<file path="src/design/fbm_pkg.sv">
// shared constants, types and carriers of the fieldbus master cycle control
package fbm_pkg;

    localparam int NUM_SLAVES = 4;
    localparam int MAX_LEN = 4;
    localparam int SLV_W = 2;
    localparam int BYTE_W = 2;
    localparam int LEN_W = 3;
    localparam int FIFO_DEPTH = 16;

    // timing: indicator blink half period
    localparam int CLK_HZ = 20_000_000;
    localparam int BLINK_HALF_MS = 250;
    localparam int BLINK_HALF_CYCLES = BLINK_HALF_MS * (CLK_HZ / 1000);
    localparam int BLINK_W = 23;

    // reset values
    localparam logic [6:0] ADDR_RST = 7'h00;

    // telegram word kinds and global control commands
    localparam logic [1:0] K_GC = 2'h0;
    localparam logic [1:0] K_HDR = 2'h1;
    localparam logic [1:0] K_DATA = 2'h2;
    localparam logic [7:0] GC_CLEAR = 8'h02;
    localparam logic [7:0] GC_OPERATE = 8'h00;

    typedef enum logic [1:0] {ST_OFF, ST_ONLINE, ST_EXCH} fbm_state_t;
    typedef enum logic [1:0] {PH_GC, PH_HDR, PH_DATA} fbm_phase_t;

    // one word of the outgoing telegram stream
    typedef struct packed {
        logic [1:0] kind;
        logic [SLV_W-1:0] slave;
        logic [7:0] data;
    } fbm_tel_t;

    localparam int TEL_W = $bits(fbm_tel_t);

    // one input byte received from a slave
    typedef struct packed {
        logic [SLV_W-1:0] slave;
        logic [BYTE_W-1:0] idx;
        logic [7:0] data;
    } fbm_rx_t;

    typedef logic [NUM_SLAVES-1:0][MAX_LEN-1:0][7:0] fbm_image_t;
    typedef logic [NUM_SLAVES-1:0][LEN_W-1:0] fbm_lens_t;

    typedef struct packed {
        fbm_state_t st;
        logic online_ind;
        logic de_ind;
        logic [BLINK_W-1:0] blink_cnt;
        logic blink;
        logic run_cyc;
        fbm_phase_t ph;
        logic [SLV_W-1:0] slv;
        logic [BYTE_W-1:0] byt;
        logic [NUM_SLAVES-1:0] fail_safe;
        fbm_lens_t out_len;
        logic addr_resp;
        logic [6:0] own_addr;
        logic tx_valid;
        fbm_tel_t tx_word;
        logic in_we;
        fbm_rx_t in_word;
    } fbm_top_state_t;

endpackage : fbm_pkg

</file>
<file path="src/design/fbm_fifo.sv">
// flip-flop fifo with valid/ready on both sides
`timescale 1ns/1ps
module fbm_fifo #(
    parameter int WIDTH = 12,
    parameter int DEPTH = 16
) (
    input wire logic clk,
    input wire logic sys_rst,
    input wire logic in_valid,
    output logic in_ready,
    input wire logic [WIDTH-1:0] in_data,
    output logic out_valid,
    input wire logic out_ready,
    output logic [WIDTH-1:0] out_data
);
    localparam int AW = $clog2(DEPTH);

    typedef struct packed {
        logic [DEPTH-1:0][WIDTH-1:0] mem;
        logic [AW-1:0] wr;
        logic [AW-1:0] rd;
        logic [AW:0] cnt;
    } fbm_fifo_state_t;

    fbm_fifo_state_t s;
    fbm_fifo_state_t next_s;
    logic push;
    logic pop;

    assign in_ready = (s.cnt != (AW+1)'(DEPTH));
    assign out_valid = (s.cnt != '0);
    assign out_data = s.mem[s.rd];
    assign push = in_valid && in_ready;
    assign pop = out_valid && out_ready;

    always_comb begin
        next_s = s;
        if (push) begin
            next_s.mem[s.wr] = in_data;
            next_s.wr = (s.wr == AW'(DEPTH - 1)) ? '0 : s.wr + 1'b1;
        end
        if (pop) begin
            next_s.rd = (s.rd == AW'(DEPTH - 1)) ? '0 : s.rd + 1'b1;
        end
        case ({push, pop})
            2'b10: next_s.cnt = s.cnt + 1'b1;
            2'b01: next_s.cnt = s.cnt - 1'b1;
            default: next_s.cnt = s.cnt;
        endcase
    end

    always_ff @(posedge clk) begin
        if (sys_rst) begin
            s <= '0;
        end else begin
            s <= next_s;
        end
    end

    property p_count_step;
        @(posedge clk) disable iff (sys_rst)
        (push && !pop) |=> (s.cnt == $past(s.cnt) + 1'b1);
    endproperty
    a_count_step: assert property (p_count_step) else $error("fifo count missed a push");

endmodule : fbm_fifo

</file>
<file path="src/design/fbm_master.sv">
// fieldbus master cycle control: start-up, exchange cycle, stop/run handling
// Overview of operation
// - after power-on stay deactivated, indicators dark
// - bus parameters loaded: go online, online indicator
// - online without project: answer at own address
// - valid configuration: enter exchange, exchange indicator
// - power-on or new configuration forces full reload
// - processor stop: broadcast Clear, exchange indicator blinks
// - stop: fail-safe slaves get zero-length outputs
// - stop: other slaves get full-length zero outputs
// - stop: slave inputs still copied to input area
// - run: broadcast Operate, exchange indicator steady
// - run: every slave gets latest outputs each cycle
// - run: slave inputs copied to input area
`timescale 1ns/1ps
module fbm_master import fbm_pkg::*; #(
    parameter int BLINK_CYCLES = BLINK_HALF_CYCLES
) (
    input wire logic clk,
    input wire logic sys_rst,
    input wire logic bus_param_load,
    input wire logic [6:0] station_addr,
    input wire logic config_load,
    input wire logic config_ok,
    input wire logic [NUM_SLAVES-1:0] cfg_fail_safe,
    input wire fbm_lens_t cfg_out_len,
    input wire logic hw_config_new,
    input wire logic cpu_run,
    input wire fbm_image_t out_image,
    input wire logic rx_valid,
    input wire fbm_rx_t rx_word,
    input wire logic tx_ready,
    output logic tx_valid,
    output fbm_tel_t tx_word,
    output logic in_we,
    output fbm_rx_t in_word,
    output logic online_indicator,
    output logic data_exchange_indicator,
    output logic addr_respond,
    output logic [6:0] own_addr
);
    localparam logic [BLINK_W-1:0] BLINK_LAST = BLINK_W'(BLINK_CYCLES - 1);

    fbm_top_state_t s;
    fbm_top_state_t next_s;
    fbm_tel_t push_word;
    logic push_valid;
    logic fifo_in_ready;
    logic fifo_out_valid;
    logic fifo_out_ready;
    fbm_tel_t fifo_out_word;
    logic accept;
    logic [LEN_W-1:0] cur_len;

    // a full fifo stalls the sequencer, so no telegram word is ever dropped
    fbm_fifo #(
        .WIDTH(TEL_W),
        .DEPTH(FIFO_DEPTH)
    ) u_fifo (
        .clk(clk),
        .sys_rst(sys_rst),
        .in_valid(push_valid),
        .in_ready(fifo_in_ready),
        .in_data(push_word),
        .out_valid(fifo_out_valid),
        .out_ready(fifo_out_ready),
        .out_data(fifo_out_word)
    );

    assign fifo_out_ready = !s.tx_valid || tx_ready;
    assign accept = push_valid && fifo_in_ready;

    // fail-safe slaves see zero length while the processor is stopped
    assign cur_len = (!s.run_cyc && s.fail_safe[s.slv]) ? '0 : s.out_len[s.slv];

    // telegram word generation for the current phase
    always_comb begin
        push_valid = 1'b0;
        push_word = '0;
        if (s.st == ST_EXCH) begin
            push_valid = 1'b1;
            case (s.ph)
                PH_GC: begin
                    push_word.kind = K_GC;
                    push_word.data = cpu_run ? GC_OPERATE : GC_CLEAR;
                end
                PH_HDR: begin
                    push_word.kind = K_HDR;
                    push_word.slave = s.slv;
                    push_word.data = 8'(cur_len);
                end
                PH_DATA: begin
                    push_word.kind = K_DATA;
                    push_word.slave = s.slv;
                    // stopped: full length kept, contents forced to zero
                    push_word.data = s.run_cyc ? out_image[s.slv][s.byt] : 8'h00;
                end
                default: begin
                    push_valid = 1'b0;
                end
            endcase
        end
    end

    always_comb begin
        next_s = s;
        next_s.in_we = 1'b0;

        // start-up sequence and exchange cycle sequencing
        case (s.st)
            ST_OFF: begin
                if (bus_param_load) begin
                    next_s.st = ST_ONLINE;
                    next_s.own_addr = station_addr;
                end
            end
            ST_ONLINE: begin
                if (config_load && config_ok) begin
                    next_s.st = ST_EXCH;
                    next_s.fail_safe = cfg_fail_safe;
                    next_s.out_len = cfg_out_len;
                    next_s.ph = PH_GC;
                    next_s.slv = '0;
                    next_s.byt = '0;
                end
            end
            ST_EXCH: begin
                if (accept) begin
                    case (s.ph)
                        PH_GC: begin
                            // mode sampled once per cycle so command and data agree
                            next_s.run_cyc = cpu_run;
                            next_s.ph = PH_HDR;
                            next_s.slv = '0;
                        end
                        PH_HDR: begin
                            next_s.byt = '0;
                            if (cur_len != '0) begin
                                next_s.ph = PH_DATA;
                            end else if (s.slv == SLV_W'(NUM_SLAVES - 1)) begin
                                next_s.ph = PH_GC;
                            end else begin
                                next_s.slv = s.slv + 1'b1;
                            end
                        end
                        PH_DATA: begin
                            if (LEN_W'(s.byt) + 1'b1 == cur_len) begin
                                if (s.slv == SLV_W'(NUM_SLAVES - 1)) begin
                                    next_s.ph = PH_GC;
                                end else begin
                                    next_s.ph = PH_HDR;
                                    next_s.slv = s.slv + 1'b1;
                                end
                            end else begin
                                next_s.byt = s.byt + 1'b1;
                            end
                        end
                        default: begin
                            next_s.ph = PH_GC;
                        end
                    endcase
                end
                // inputs flow in both stop and run
                if (rx_valid) begin
                    next_s.in_we = 1'b1;
                    next_s.in_word = rx_word;
                end
            end
            default: begin
                next_s.st = ST_OFF;
            end
        endcase

        // a new configuration returns to OFF until parameters come again; queued telegram words still drain
        if (hw_config_new) begin
            next_s.st = ST_OFF;
            next_s.run_cyc = 1'b0;
            next_s.in_we = 1'b0;
        end

        // blink timer, free running in exchange
        if (next_s.st == ST_EXCH) begin
            if (s.blink_cnt >= BLINK_LAST) begin
                next_s.blink_cnt = '0;
                next_s.blink = !s.blink;
            end else begin
                next_s.blink_cnt = s.blink_cnt + 1'b1;
            end
        end else begin
            next_s.blink_cnt = '0;
            next_s.blink = 1'b0;
        end

        // indicators follow the next state so they change with it
        next_s.online_ind = (next_s.st != ST_OFF);
        next_s.de_ind = (next_s.st == ST_EXCH) && (next_s.run_cyc || next_s.blink);
        next_s.addr_resp = (next_s.st == ST_ONLINE);

        // output register stage of the telegram stream
        if (fifo_out_ready) begin
            next_s.tx_valid = fifo_out_valid;
            next_s.tx_word = fifo_out_valid ? fifo_out_word : s.tx_word;
        end
    end

    always_ff @(posedge clk) begin
        if (sys_rst) begin
            s <= '0;
            s.st <= ST_OFF;
            s.ph <= PH_GC;
            s.own_addr <= ADDR_RST;
        end else begin
            s <= next_s;
        end
    end

    assign tx_valid = s.tx_valid;
    assign tx_word = s.tx_word;
    assign in_we = s.in_we;
    assign in_word = s.in_word;
    assign online_indicator = s.online_ind;
    assign data_exchange_indicator = s.de_ind;
    assign addr_respond = s.addr_resp;
    assign own_addr = s.own_addr;

    property p_off_dark;
        @(posedge clk) disable iff (sys_rst)
        (s.st == ST_OFF) |-> (!online_indicator && !data_exchange_indicator);
    endproperty
    a_off_dark: assert property (p_off_dark) else $error("indicator lit while deactivated");

    property p_go_online;
        @(posedge clk) disable iff (sys_rst)
        (s.st == ST_OFF && bus_param_load && !hw_config_new)
            |=> (online_indicator && own_addr == $past(station_addr));
    endproperty
    a_go_online: assert property (p_go_online) else $error("did not go online");

    property p_addr_resp;
        @(posedge clk) disable iff (sys_rst)
        (s.st == ST_ONLINE) |-> (addr_respond && online_indicator && !data_exchange_indicator);
    endproperty
    a_addr_resp: assert property (p_addr_resp) else $error("not answering at own address");

    property p_enter_exch;
        @(posedge clk) disable iff (sys_rst)
        (s.st == ST_ONLINE && config_load && config_ok && !hw_config_new)
            |=> (s.st == ST_EXCH && !addr_respond);
    endproperty
    a_enter_exch: assert property (p_enter_exch) else $error("exchange not entered");

    property p_reload;
        @(posedge clk) disable iff (sys_rst)
        // parameters may come again right after the drop, so only they may leave OFF
        hw_config_new |=> (s.st == ST_OFF && !online_indicator)
            ##1 (s.st == ST_OFF || $past(bus_param_load));
    endproperty
    a_reload: assert property (p_reload) else $error("no reload after new configuration");

    property p_gc_cmd;
        @(posedge clk) disable iff (sys_rst)
        (accept && push_word.kind == K_GC && !hw_config_new)
            |=> (s.run_cyc == $past(cpu_run))
                && ($past(push_word.data) == ($past(cpu_run) ? GC_OPERATE : GC_CLEAR));
    endproperty
    a_gc_cmd: assert property (p_gc_cmd) else $error("wrong global control command");

    property p_fail_safe_len;
        @(posedge clk) disable iff (sys_rst)
        (accept && push_word.kind == K_HDR && !s.run_cyc && s.fail_safe[s.slv])
            |-> (push_word.data == 8'h00);
    endproperty
    a_fail_safe_len: assert property (p_fail_safe_len) else $error("fail-safe length not zero");

    property p_stop_zero;
        @(posedge clk) disable iff (sys_rst)
        (accept && push_word.kind == K_DATA && !s.run_cyc) |-> (push_word.data == 8'h00);
    endproperty
    a_stop_zero: assert property (p_stop_zero) else $error("nonzero output while stopped");

    property p_inputs;
        @(posedge clk) disable iff (sys_rst)
        (s.st == ST_EXCH && rx_valid && !hw_config_new)
            |=> (in_we && in_word == $past(rx_word));
    endproperty
    a_inputs: assert property (p_inputs) else $error("slave input not copied");

    property p_run_steady;
        @(posedge clk) disable iff (sys_rst)
        (s.st == ST_EXCH && s.run_cyc) |-> data_exchange_indicator;
    endproperty
    a_run_steady: assert property (p_run_steady) else $error("indicator not steady in run");

    property p_mode_hold;
        @(posedge clk) disable iff (sys_rst)
        (s.st == ST_EXCH && !(accept && s.ph == PH_GC) && !hw_config_new)
            |=> $stable(s.run_cyc);
    endproperty
    a_mode_hold: assert property (p_mode_hold) else $error("mode changed mid cycle");

endmodule : fbm_master

</file>
<file path="config.mk">
export PLATFORM = sky130hd
export DESIGN_NAME = fbm_master
export DESIGN_NICKNAME = d
export VERILOG_FILES = /design/src/design/fbm_pkg.sv /design/src/design/fbm_fifo.sv /design/src/design/fbm_master.sv
export SDC_FILE = /design/constraint.sdc
export NUM_CORES = 1
export LEC_CHECK = 0
export BUFFER_PORTS_ARGS = -buffer_cell sky130_fd_sc_hd__buf_2
export CELL_PAD_IN_SITES_DETAIL_PLACEMENT = 1
export CELL_PAD_IN_SITES_GLOBAL_PLACEMENT = 1
export CORE_UTILIZATION = 35
export DETAILED_ROUTE_END_ITERATION = 10
export HOLD_SLACK_MARGIN = 0.12
export MAX_ROUTING_LAYER = met4
export PLACE_DENSITY_LB_ADDON = 0.1
export SLEW_MARGIN = 20
export SYNTH_ARGS = -nofsm -noshare
export SYNTH_HDL_FRONTEND = slang
export SYNTH_HIERARCHICAL = 1
export SYNTH_SLANG_ARGS = --single-unit
</file>
<file path="constraint.sdc">
create_clock -name clk -period 3.6 [get_ports clk]
set_clock_uncertainty 0.15 [all_clocks]
set_input_delay 0.18 -clock clk [delete_from_list [all_inputs] [get_ports clk]]
set_output_delay 0.18 -clock clk [all_outputs]
set_load 0.05 [all_outputs]
</file>
==> qor.csv, run 1 <==
metric,value,unit
register area share after synthesis,0.403,
Internal,0.00609,W
largest net degree at the start of global routing,111,
worst-case clock buffer depth,3,
drt first-iter violations,601,
fin crit period,3.03,ns
RSZ-0062 raised after global routing,no,
Final Net Count,1867,
period utilization,0.841,
GRT overflow,0,
final core utilization,0.450,
Achievable Freq,0.330,GHz
CTS root buf,clkbuf_16,
Fin. Hold Viols,0,
H-tree levels,2,
I/O Buffers,207,
initial antenna violation count,0,
Mapped Area,14400,um^2
Worst-Margin Slew,0.918,ns
delay of the slowest critical-path stage,0.42,ns
WL met3,1730,um
Fin Hold WS,0.163,ns
most frequent cells in the layout,"dfxtp_1 (286), nor2_1 (249), buf_2 (206)",
Num CTS Buffers,35,
relative slew slack,0.386,
status,completed,
crit-path cells,inv_1 > ha_1 > nor2b_1 > a21boi_2 > inv_1 > ha_1 > inv_1 > fa_1 > nand2b_1 > a21oi_1 > mux2i_1 > mux2_2,
worst hold path type,input pin to register,
Worst Path Required,3.89,ns
final setup fails,0,
Critical Path Source Type,register,
share of layout cells above drive strength 1,0.260,
yosys warns,6,
GRT Total Usage,0.222,
Syn Area/Cell,10.3,um^2
worst reg2reg path endpoint,u_fifo/s[4],
vias per inst,5.15,
"top cells by area, synth","dfxtp_1 (40%), mux4_2 (14%), mux2i_1 (14%)",
ys async rst share,0,
Most used DFF post-synth,dfxtp_1,
Final ANT Viol Nets,0,
clk sink count,290,
routed wire length on met2,22000,um
met1 WL,20600,um
syn_nets,1596,
LEAKAGE,6.56,nW
global-route wire length before repair,69300,um
Synth top area share,0.403,
"Reg clk slew, reported paths",0.06,ns
Die X,205,um
power share of the clock group,0.429,
die area,42000,um^2
Post-synth EDFFs,0,
Crit Path Max Fanout,5,
CTS tree,done,
Seq pwr share,0.399,
Worst VDD drop,0.000329,V
Post-Syn Instances,1403,
via count,11500,
net load switching power,0.00238,W
"Clk Latency, worst-skew pair",0.55,ns
crit path launch,s[83],
worst path arrival time,3.31,ns
drt wl/cell,20.3,um
CP endpoint kind,register,
"most common cell after layout, fill and taps aside",dfxtp_1,
flip-flop and latch count after synthesis,290,
GP Congestion,0.772,
CP Class,register to register,
area of the core,40200,um^2
power per cell area,468,nW/um^2
Detailed Route WL,45100,um
number of global-route vias before repair,11900,
post-CTS setup buffers,0,
area grow syn2layout,25.7,%
hold worst-path end,addr_respond,
"Slowest-stage cell, CP",fa_1,
placed wire-length estimate,29700,um
Gate power share,0.172,
R2R Setup Slk,0.57,ns
Sw Share,0.281,
Die Y,205,um
DR pass1 iterations,4,
Yosys top cell by area,dfxtp_1,
DRC errors left,0,
setup TNS,0,ns
Crit path top cell by count,inv_1,
I/O Pins,208,
row cnt,73,
Unique masters post-synth,69,
max-slew violations,0,
Hold Path Cell Cnt,4,
Worst Reg2Reg Path Length in Cells,12,
total power,0.00847,W
Starting Density,0.358,
Max-Cap Viols,0,
top routing layer in use,met4,
RR Startpoint,s[83],
hold wc startpoint,config_ok,
==> what timing repair did <==
item / 4_1_cts / 5_1_grt
endpoints found under the hold margin: 51 / 0
hold buffers: 108 / 0
setup endpoints to repair: 0 / 0
gates resized for setup: 0 / 0
==> power by group through the flow <==
stage	Combinational [W]	Sequential, W	Clock [W]
3_3_place_gp	0.00141	0.00345	0
3_5_place_dp	0.00143	0.00345	0
2_1_floorplan	0.00107	0.00339	0
5_1_grt	0.00159	0.00339	0.00387
4_1_cts	0.00149	0.00338	0.00375
6_report	0.00146	0.00338	0.00363
==> cells in the mapped netlist (all sizes together), types with 10 or more instances <==
master  count
a22oi      25
nor3       10
dfxtp     290
nor2b      13
ha         20
mux4       91
inv        21
nand2b     10
a211oi     15
xor2       15
a21oi      63
nand2     116
clkbuf     66
buf        70
nor2      249
xnor2      11
mux2i     201
nand3      33
==> final cells by class <==
| cell class | count | area [um^2] |
|---|---|---|
| antenna | 2 | 5.00 |
| clock buffer | 55 | 1080 |
| timing repair buffer | 370 | 2610 |
| sequential | 290 | 5810 |
| inverter | 21 | 78.8 |
| tap | 525 | 657 |
| fill | 4484 | 22100 |
| clock inverter | 7 | 100 |
| multi-input combinational | 956 | 7750 |
==> logic make-up (layout without fill, tap and decap cells) <==
logic type | count (synthesis) | in the layout | synth area share
AND/OR/NAND/NOR | 464 | 464 | 0.138
multiplexers | 296 | 296 | 0.285
flip-flops | 290 | 290 | 0.403
buffers and inverters | 157 | 453 | 0.0594
AO/OA/AOI/OAI | 149 | 149 | 0.0799
XOR/XNOR | 26 | 26 | 0.0158
adder cells (fa/ha/maj) | 21 | 21 | 0.0188
other | 0 | 2 | 0
==> flip-flops by register name, summed over array words and instances (netlist names) <==
name                     cells
addr_respond                 1
data_exchange_indicator      1
in_we                        1
in_word                     12
online_indicator             1
own_addr                     7
s                           49
tx_valid                     1
tx_word                     12
u_fifo/s                   205
==> worst max-delay path by stage <==
stage                   end  slack [ns]  cells after the start
2_1_floorplan   u_fifo/s[4]        0.54                     10
3_3_place_gp   u_fifo/s[87]        0.66                      7
3_5_place_dp    u_fifo/s[4]        0.56                     12
4_1_cts         u_fifo/s[4]        0.53                     12
5_1_grt         u_fifo/s[4]        0.37                     12
6_report        u_fifo/s[4]        0.57                     12
==> metal layers <==
metal	up-vias	GRT usage
met5	-	-
met4	0	0.0640
met3	58	0.0296
met2	215	0.362
met1	5708	0.287
li1	5472	-
==> worst max-delay path, delay by kind of cell (launching register included) <==
kind	cells	cell delay, ns
compound gates	2	0.36
fa+ha+maj	3	0.88
buf+inv	3	0.27
flops	1	0.40
mux	2	0.56
simple gates	2	0.31
==> stage by stage <==
step	instances	cell area, um^2	setup WS (ns)
after floorplan	1403	14400	0.544
after detailed placement	2054	15800	0.561
after global routing	2224	18100	0.369
after CTS	2224	18100	0.531
after global placement	2054	15800	0.659
final	2226	18100	0.573
Power figures use the tool's default switching activity.
==> run 2: changes to the inputs <==
Clock period 3.6 ns to 3.12 ns, I/O delays scaled along.
==> run 2 against run 1 <==
Net effect:
- via count fell by 0.67%
- critical path type unchanged
- non-clock buffer count down 8
- global-route usage down 0.44 points
- first-iteration DRC count decreased by 15%
==> qor.csv, run 2 (synthesis gave the netlist of run 1 again) <==
metric,value,unit,change
status,completed,,unchanged
Final WS setup,0.244,ns,was 0.573 ns
Fin. Hold Viols,0,,unchanged
vias per inst,5.14,,was 5.15
Top delay family on crit path,adder cells,,unchanged
Num CTS Buffers,35,,unchanged
Die Y,205,um,unchanged
hold worst-path end,in_word[5],,was addr_respond
crit-path cells,inv_1 > ha_1 > nor2b_1 > a21boi_2 > inv_1 > ha_2 > inv_1 > fa_1 > nand2b_1 > a21oi_1 > mux2i_1 > mux2_2,,was inv_1 > ha_1 > nor2b_1 > a21boi_2 > inv_1 > ha_1 > inv_1 > fa_1 > nand2b_1 > a21oi_1 > mux2i_1 > mux2_2
drt wl/cell,20.0,um,was 20.3 um
worst-case clock buffer depth,3,,unchanged
DRC errors left,0,,unchanged
Top reg by flops,u_fifo/s,,unchanged
placed wire-length estimate,29400,um,was 29700 um
Crit Path Max Fanout,5,,unchanged
CP Class,register to register,,unchanged
CTS tree,done,,unchanged
row cnt,73,,unchanged
Critical Path Source Type,register,,unchanged
die area,42000,um^2,unchanged
Crit path top cell by count,inv_1,,unchanged
relative slew slack,0.286,,was 0.386
final setup fails,0,,unchanged
most frequent cells in the layout,"dfxtp_1 (285), nor2_1 (249), buf_2 (206)",,"was dfxtp_1 (286), nor2_1 (249), buf_2 (206)"
total power,0.00953,W,was 0.00847 W
"Slowest-stage cell, CP",fa_1,,unchanged
GRT Total Usage,0.218,,was 0.222
final core utilization,0.446,,was 0.450
period utilization,0.922,,was 0.841
Worst-Margin Slew,1.06,ns,was 0.918 ns
Final Net Count,1859,,was 1867
GRT overflow,0,,unchanged
H-tree levels,2,,unchanged
max FFs per register,205,,unchanged
Hold Path Cell Cnt,4,,unchanged
DR pass1 iterations,5,,was 4
hold wc startpoint,rx_valid,,was config_ok
fin crit period,2.88,ns,was 3.03 ns
"most common cell after layout, fill and taps aside",dfxtp_1,,unchanged
Worst Path Required,3.37,ns,was 3.89 ns
max-slew violations,0,,unchanged
biggest regs,"u_fifo/s x205, s x49",,unchanged
"Clk Latency, worst-skew pair",0.52,ns,was 0.55 ns
Worst Reg2Reg Path Length in Cells,12,,unchanged
drt first-iter violations,511,,was 601
I/O Buffers,207,,unchanged
Max-Cap Viols,0,,unchanged
power per cell area,531,nW/um^2,was 468 nW/um^2
WP buf/inv,3,,unchanged
Die X,205,um,unchanged
initial antenna violation count,1,,was 0
CTS root buf,clkbuf_16,,unchanged
delay of the slowest critical-path stage,0.40,ns,was 0.42 ns
worst hold path type,input pin to register,,unchanged
R2R Setup Slk,0.24,ns,was 0.57 ns
via count,11400,,was 11500
RR Startpoint,s[83],,unchanged
share of layout cells above drive strength 1,0.263,,was 0.260
Worst VDD drop,0.000454,V,was 0.000329 V
Detailed Route WL,44300,um,was 45100 um
largest net degree at the start of global routing,148,,was 111
worst path arrival time,3.12,ns,was 3.31 ns
pre-CTS WS,0.149,ns,was 0.561 ns
CP endpoint kind,register,,unchanged
area grow syn2layout,24.5,%,was 25.7%
RSZ-0062 raised after global routing,no,,unchanged
Starting Density,0.358,,unchanged
Final ANT Viol Nets,0,,unchanged
clk sink count,290,,unchanged
GP Congestion,0.781,,was 0.772
I/O Pins,208,,unchanged
worst reg2reg path endpoint,u_fifo/s[4],,unchanged
global-route wire length before repair,68900,um,was 69300 um
area of the core,40200,um^2,unchanged
"Reg clk slew, reported paths",0.06,ns,about the same
Achievable Freq,0.348,GHz,was 0.330 GHz
LEAKAGE,6.46,nW,was 6.56 nW
setup TNS,0,ns,unchanged
fillcell total,4527,,was 4484
number of global-route vias before repair,12000,,was 11900
## run 2: changes by cell type in the layout (fill, tap and decap cells not counted), sizes merged
cell and delta:
bufinv -1, dlygate4sd3 -12, buf +4, clkbuf -4
clkinvlp +2, clkinv +1, inv -1
## run 2: worst max-delay path by stage
stage,to,cells past startpoint,start
2_1_floorplan,u_fifo/s[4],10,tx_valid
4_1_cts,u_fifo/s[4],12,s[83]
6_report,u_fifo/s[4],12,s[83]
3_5_place_dp,u_fifo/s[4],12,s[83]
5_1_grt,u_fifo/s[4],12,s[83]
3_3_place_gp,u_fifo/s[4],12,s[83]
## run 2: tightest hold or removal path: stages
cell and delay [ns]:
buf_2 0.08, nand2_1 0.28, nand2_1 0.17, a21oi_1 0.06
## run 2: cell type report
class,instances,area [um^2],area share
clock buffer,51,1030,0.0574
sequential,290,5810,0.324
clock inverter,8,70.1,0.00391
timing repair buffer,362,2520,0.141
tap,525,657,0.0366
multi-input combinational,956,7750,0.432
antenna,2,5.00,0.000279
inverter,21,78.8,0.00440
## run 2: metrics by stage
stage	instances	cell area (um^2)	hold slack, ns
2_1_floorplan	1403	14400	0.0853
3_3_place_gp	2058	15900	0.250
3_5_place_dp	2058	15900	0.257
4_1_cts	2213	17900	0.122
5_1_grt	2214	17900	0.184
6_report	2215	17900	0.135
## run 2: timing repair
action                     4_1_cts  5_1_grt
hold endpoints to repair        50        0
hold buffers                    96        0
setup endpoints to repair        0        1
gates resized for setup          0        2
buffers inserted                 0        0
## run 2: power breakdown
part	total [W]	internal [W]	leakage, nW	switching (W)
sequential	0.00385	0.00376	2.34	0.0000811
combinational	0.00174	0.000709	3.59	0.00103
clock	0.00394	0.00236	0.537	0.00158
total	0.00953	0.00683	6.46	0.00269
## run 2: routing by layer
metal | routed length [um] | vias to the layer above | GRT usage
met5 | 0 | - | -
met4 | 876 | 0 | 0.0565
met3 | 1390 | 55 | 0.0294
met2 | 20800 | 203 | 0.346
met1 | 21300 | 5670 | 0.291
li1 | - | 5448 | -
==> run 3: changes to the inputs <==
Clock period 3.12 ns to 2.7 ns, I/O delays scaled along.
==> run 3 against run 2 <==
Net effect:
- utilization is 1.4 points higher
- via count is 1.8% higher
- sequential share of layout area is 0.93 points lower
- critical endpoint unchanged
- highest routed layer unchanged
==> qor.csv, run 3 (synthesis gave the netlist of run 1 again) <==
metric,value,unit,change
status,completed,,unchanged
Die Y,205,um,unchanged
total power,0.0116,W,was 0.00953 W
worst-case clock buffer depth,3,,unchanged
drt wl/cell,20.4,um,was 20.0 um
max-slew violations,0,,unchanged
"Clk Latency, worst-skew pair",0.54,ns,was 0.52 ns
H-tree levels,2,,unchanged
fin crit period,2.62,ns,was 2.88 ns
Worst Path Required,2.97,ns,was 3.37 ns
period utilization,0.970,,was 0.922
Detailed Route WL,45800,um,was 44300 um
largest net degree at the start of global routing,136,,was 148
Worst Reg2Reg Path Length in Cells,10,,was 12
Max-Cap Viols,0,,unchanged
Critical Path End,u_fifo/s[4],,unchanged
antenna cells,0,,was 2
power per cell area,629,nW/um^2,was 531 nW/um^2
Final ANT Viol Nets,0,,unchanged
DR pass1 iterations,4,,was 5
RSZ-0062 raised after global routing,yes,,was no
CP endpoint kind,register,,unchanged
GRT Total Usage,0.227,,was 0.218
vias per inst,5.16,,was 5.14
Fin. Hold Viols,0,,unchanged
biggest regs,"u_fifo/s x205, s x49",,unchanged
Achievable Freq,0.382,GHz,was 0.348 GHz
worst reg2reg path endpoint,u_fifo/s[4],,unchanged
Num CTS Buffers,35,,unchanged
"most common cell after layout, fill and taps aside",dfxtp_1,,unchanged
I/O Buffers,207,,unchanged
most frequent cells in the layout,"dfxtp_1 (282), nor2_1 (249), buf_2 (206)",,"was dfxtp_1 (285), nor2_1 (249), buf_2 (206)"
final setup fails,0,,unchanged
CTS tree,done,,unchanged
CTS root buf,clkbuf_16,,unchanged
worst path arrival time,2.89,ns,was 3.12 ns
drt first-iter violations,554,,was 511
GRT overflow,0,,unchanged
worst hold path type,input pin to register,,unchanged
"Reg clk slew, reported paths",0.06,ns,about the same
Final Net Count,1888,,was 1859
fillcell total,4504,,was 4527
max FFs per register,205,,unchanged
row cnt,73,,unchanged
FF+latch area,5820,um^2,was 5810 um^2
placed wire-length estimate,29900,um,was 29400 um
Final WS setup,0.0803,ns,was 0.244 ns
area of the core,40200,um^2,unchanged
Multi-input gate area,7850,um^2,was 7750 um^2
Critical Path Source Type,register,,unchanged
die area,42000,um^2,unchanged
I/O Pins,208,,unchanged
crit path launch,u_fifo/s[3],,was s[83]
RR Startpoint,u_fifo/s[3],,was s[83]
share of layout cells above drive strength 1,0.286,,was 0.263
Worst VDD drop,0.000515,V,was 0.000454 V
initial antenna violation count,0,,was 1
GP Congestion,0.825,,was 0.781
Crit Path Max Fanout,5,,unchanged
Worst-Margin Slew,0.747,ns,was 1.06 ns
pre-CTS WS,-0.0508,ns,was 0.149 ns
relative slew slack,0.500,,was 0.286
R2R Setup Slk,0.08,ns,was 0.24 ns
area grow syn2layout,28.3,%,was 24.5%
Starting Density,0.358,,unchanged
Die X,205,um,unchanged
CP Class,register to register,,unchanged
via count,11600,,was 11400
LEAKAGE,6.67,nW,was 6.46 nW
number of global-route vias before repair,12400,,was 12000
DRC errors left,0,,unchanged
clk sink count,290,,unchanged
global-route wire length before repair,71100,um,was 68900 um
Top reg by flops,u_fifo/s,,unchanged
-- run 3: metrics by stage --
stage / instances / util / TNS [ns] / hold slack (ns) / area [um^2]
after floorplan: 1403 / - / -0.186 / 0.0643 / 14400
after global placement: 2079 / 0.402 / 0 / 0.228 / 16200
after detailed placement: 2079 / 0.402 / -0.0508 / 0.234 / 16200
after CTS: 2243 / 0.457 / 0 / 0.145 / 18400
after global routing: 2246 / 0.460 / -0.0120 / 0.227 / 18500
final: 2246 / 0.460 / 0 / 0.170 / 18500
-- run 3: cell type report --
cell class              count  share of cell area
clock buffers              53              0.0565
repair buffers            391               0.156
clock inverters            10             0.00765
inverters                  21             0.00427
well taps                 525              0.0355
flip-flops and latches    290               0.315
multi-input cells         956               0.425
-- run 3: worst min-delay path by stage --
| stage | from | end | slack, ns | cells past startpoint |
|---|---|---|---|---|
| after floorplan | hw_config_new | in_we | 0.06 | 1 |
| after global placement | cfg_out_len[5] | s[39] | 0.23 | 3 |
| after detailed placement | cfg_out_len[5] | s[39] | 0.23 | 3 |
| after CTS | config_ok | addr_respond | 0.15 | 5 |
| after global routing | config_ok | addr_respond | 0.23 | 5 |
| final | config_ok | addr_respond | 0.17 | 5 |
-- run 3: repair_timing --
| item | 4_1_cts | 5_1_grt |
|---|---|---|
| pin swaps | 0 | 2 |
| gates resized for setup | 2 | 26 |
| cloned | 0 | 1 |
| hold endpoints to repair | 72 | 0 |
| hold buffers | 101 | 0 |
| buffers inserted | 0 | 2 |
| setup endpoints to repair | 1 | 77 |
-- run 3: critical path: stages, from the launching register on --
cell and delay [ns]:
dfxtp_2 0.35, nor4_4 0.39, a21boi_4 0.10, inv_2 0.09, ha_4 0.17, inv_2 0.05
fa_2 0.36, nand2b_4 0.15, a21oi_4 0.14, mux2i_1 0.21, mux2_2 0.34
-- run 3: where the power goes --
part / total (W) / internal (W) / switching, W
clock network: 0.00487 / 0.00297 / 0.00190
registers: 0.00450 / 0.00435 / 0.000145
logic: 0.00227 / 0.00103 / 0.00124
-- run 3: routing by layer --
| layer | vias to the layer above | wire length [um] | GRT usage |
|---|---|---|---|
| met3 | 63 | 1600 | 0.0310 |
| li1 | 5516 | - | - |
| met4 | 0 | 1160 | 0.0714 |
| met1 | 5768 | 20600 | 0.288 |
| met5 | - | 0 | - |
| met2 | 235 | 22400 | 0.373 |
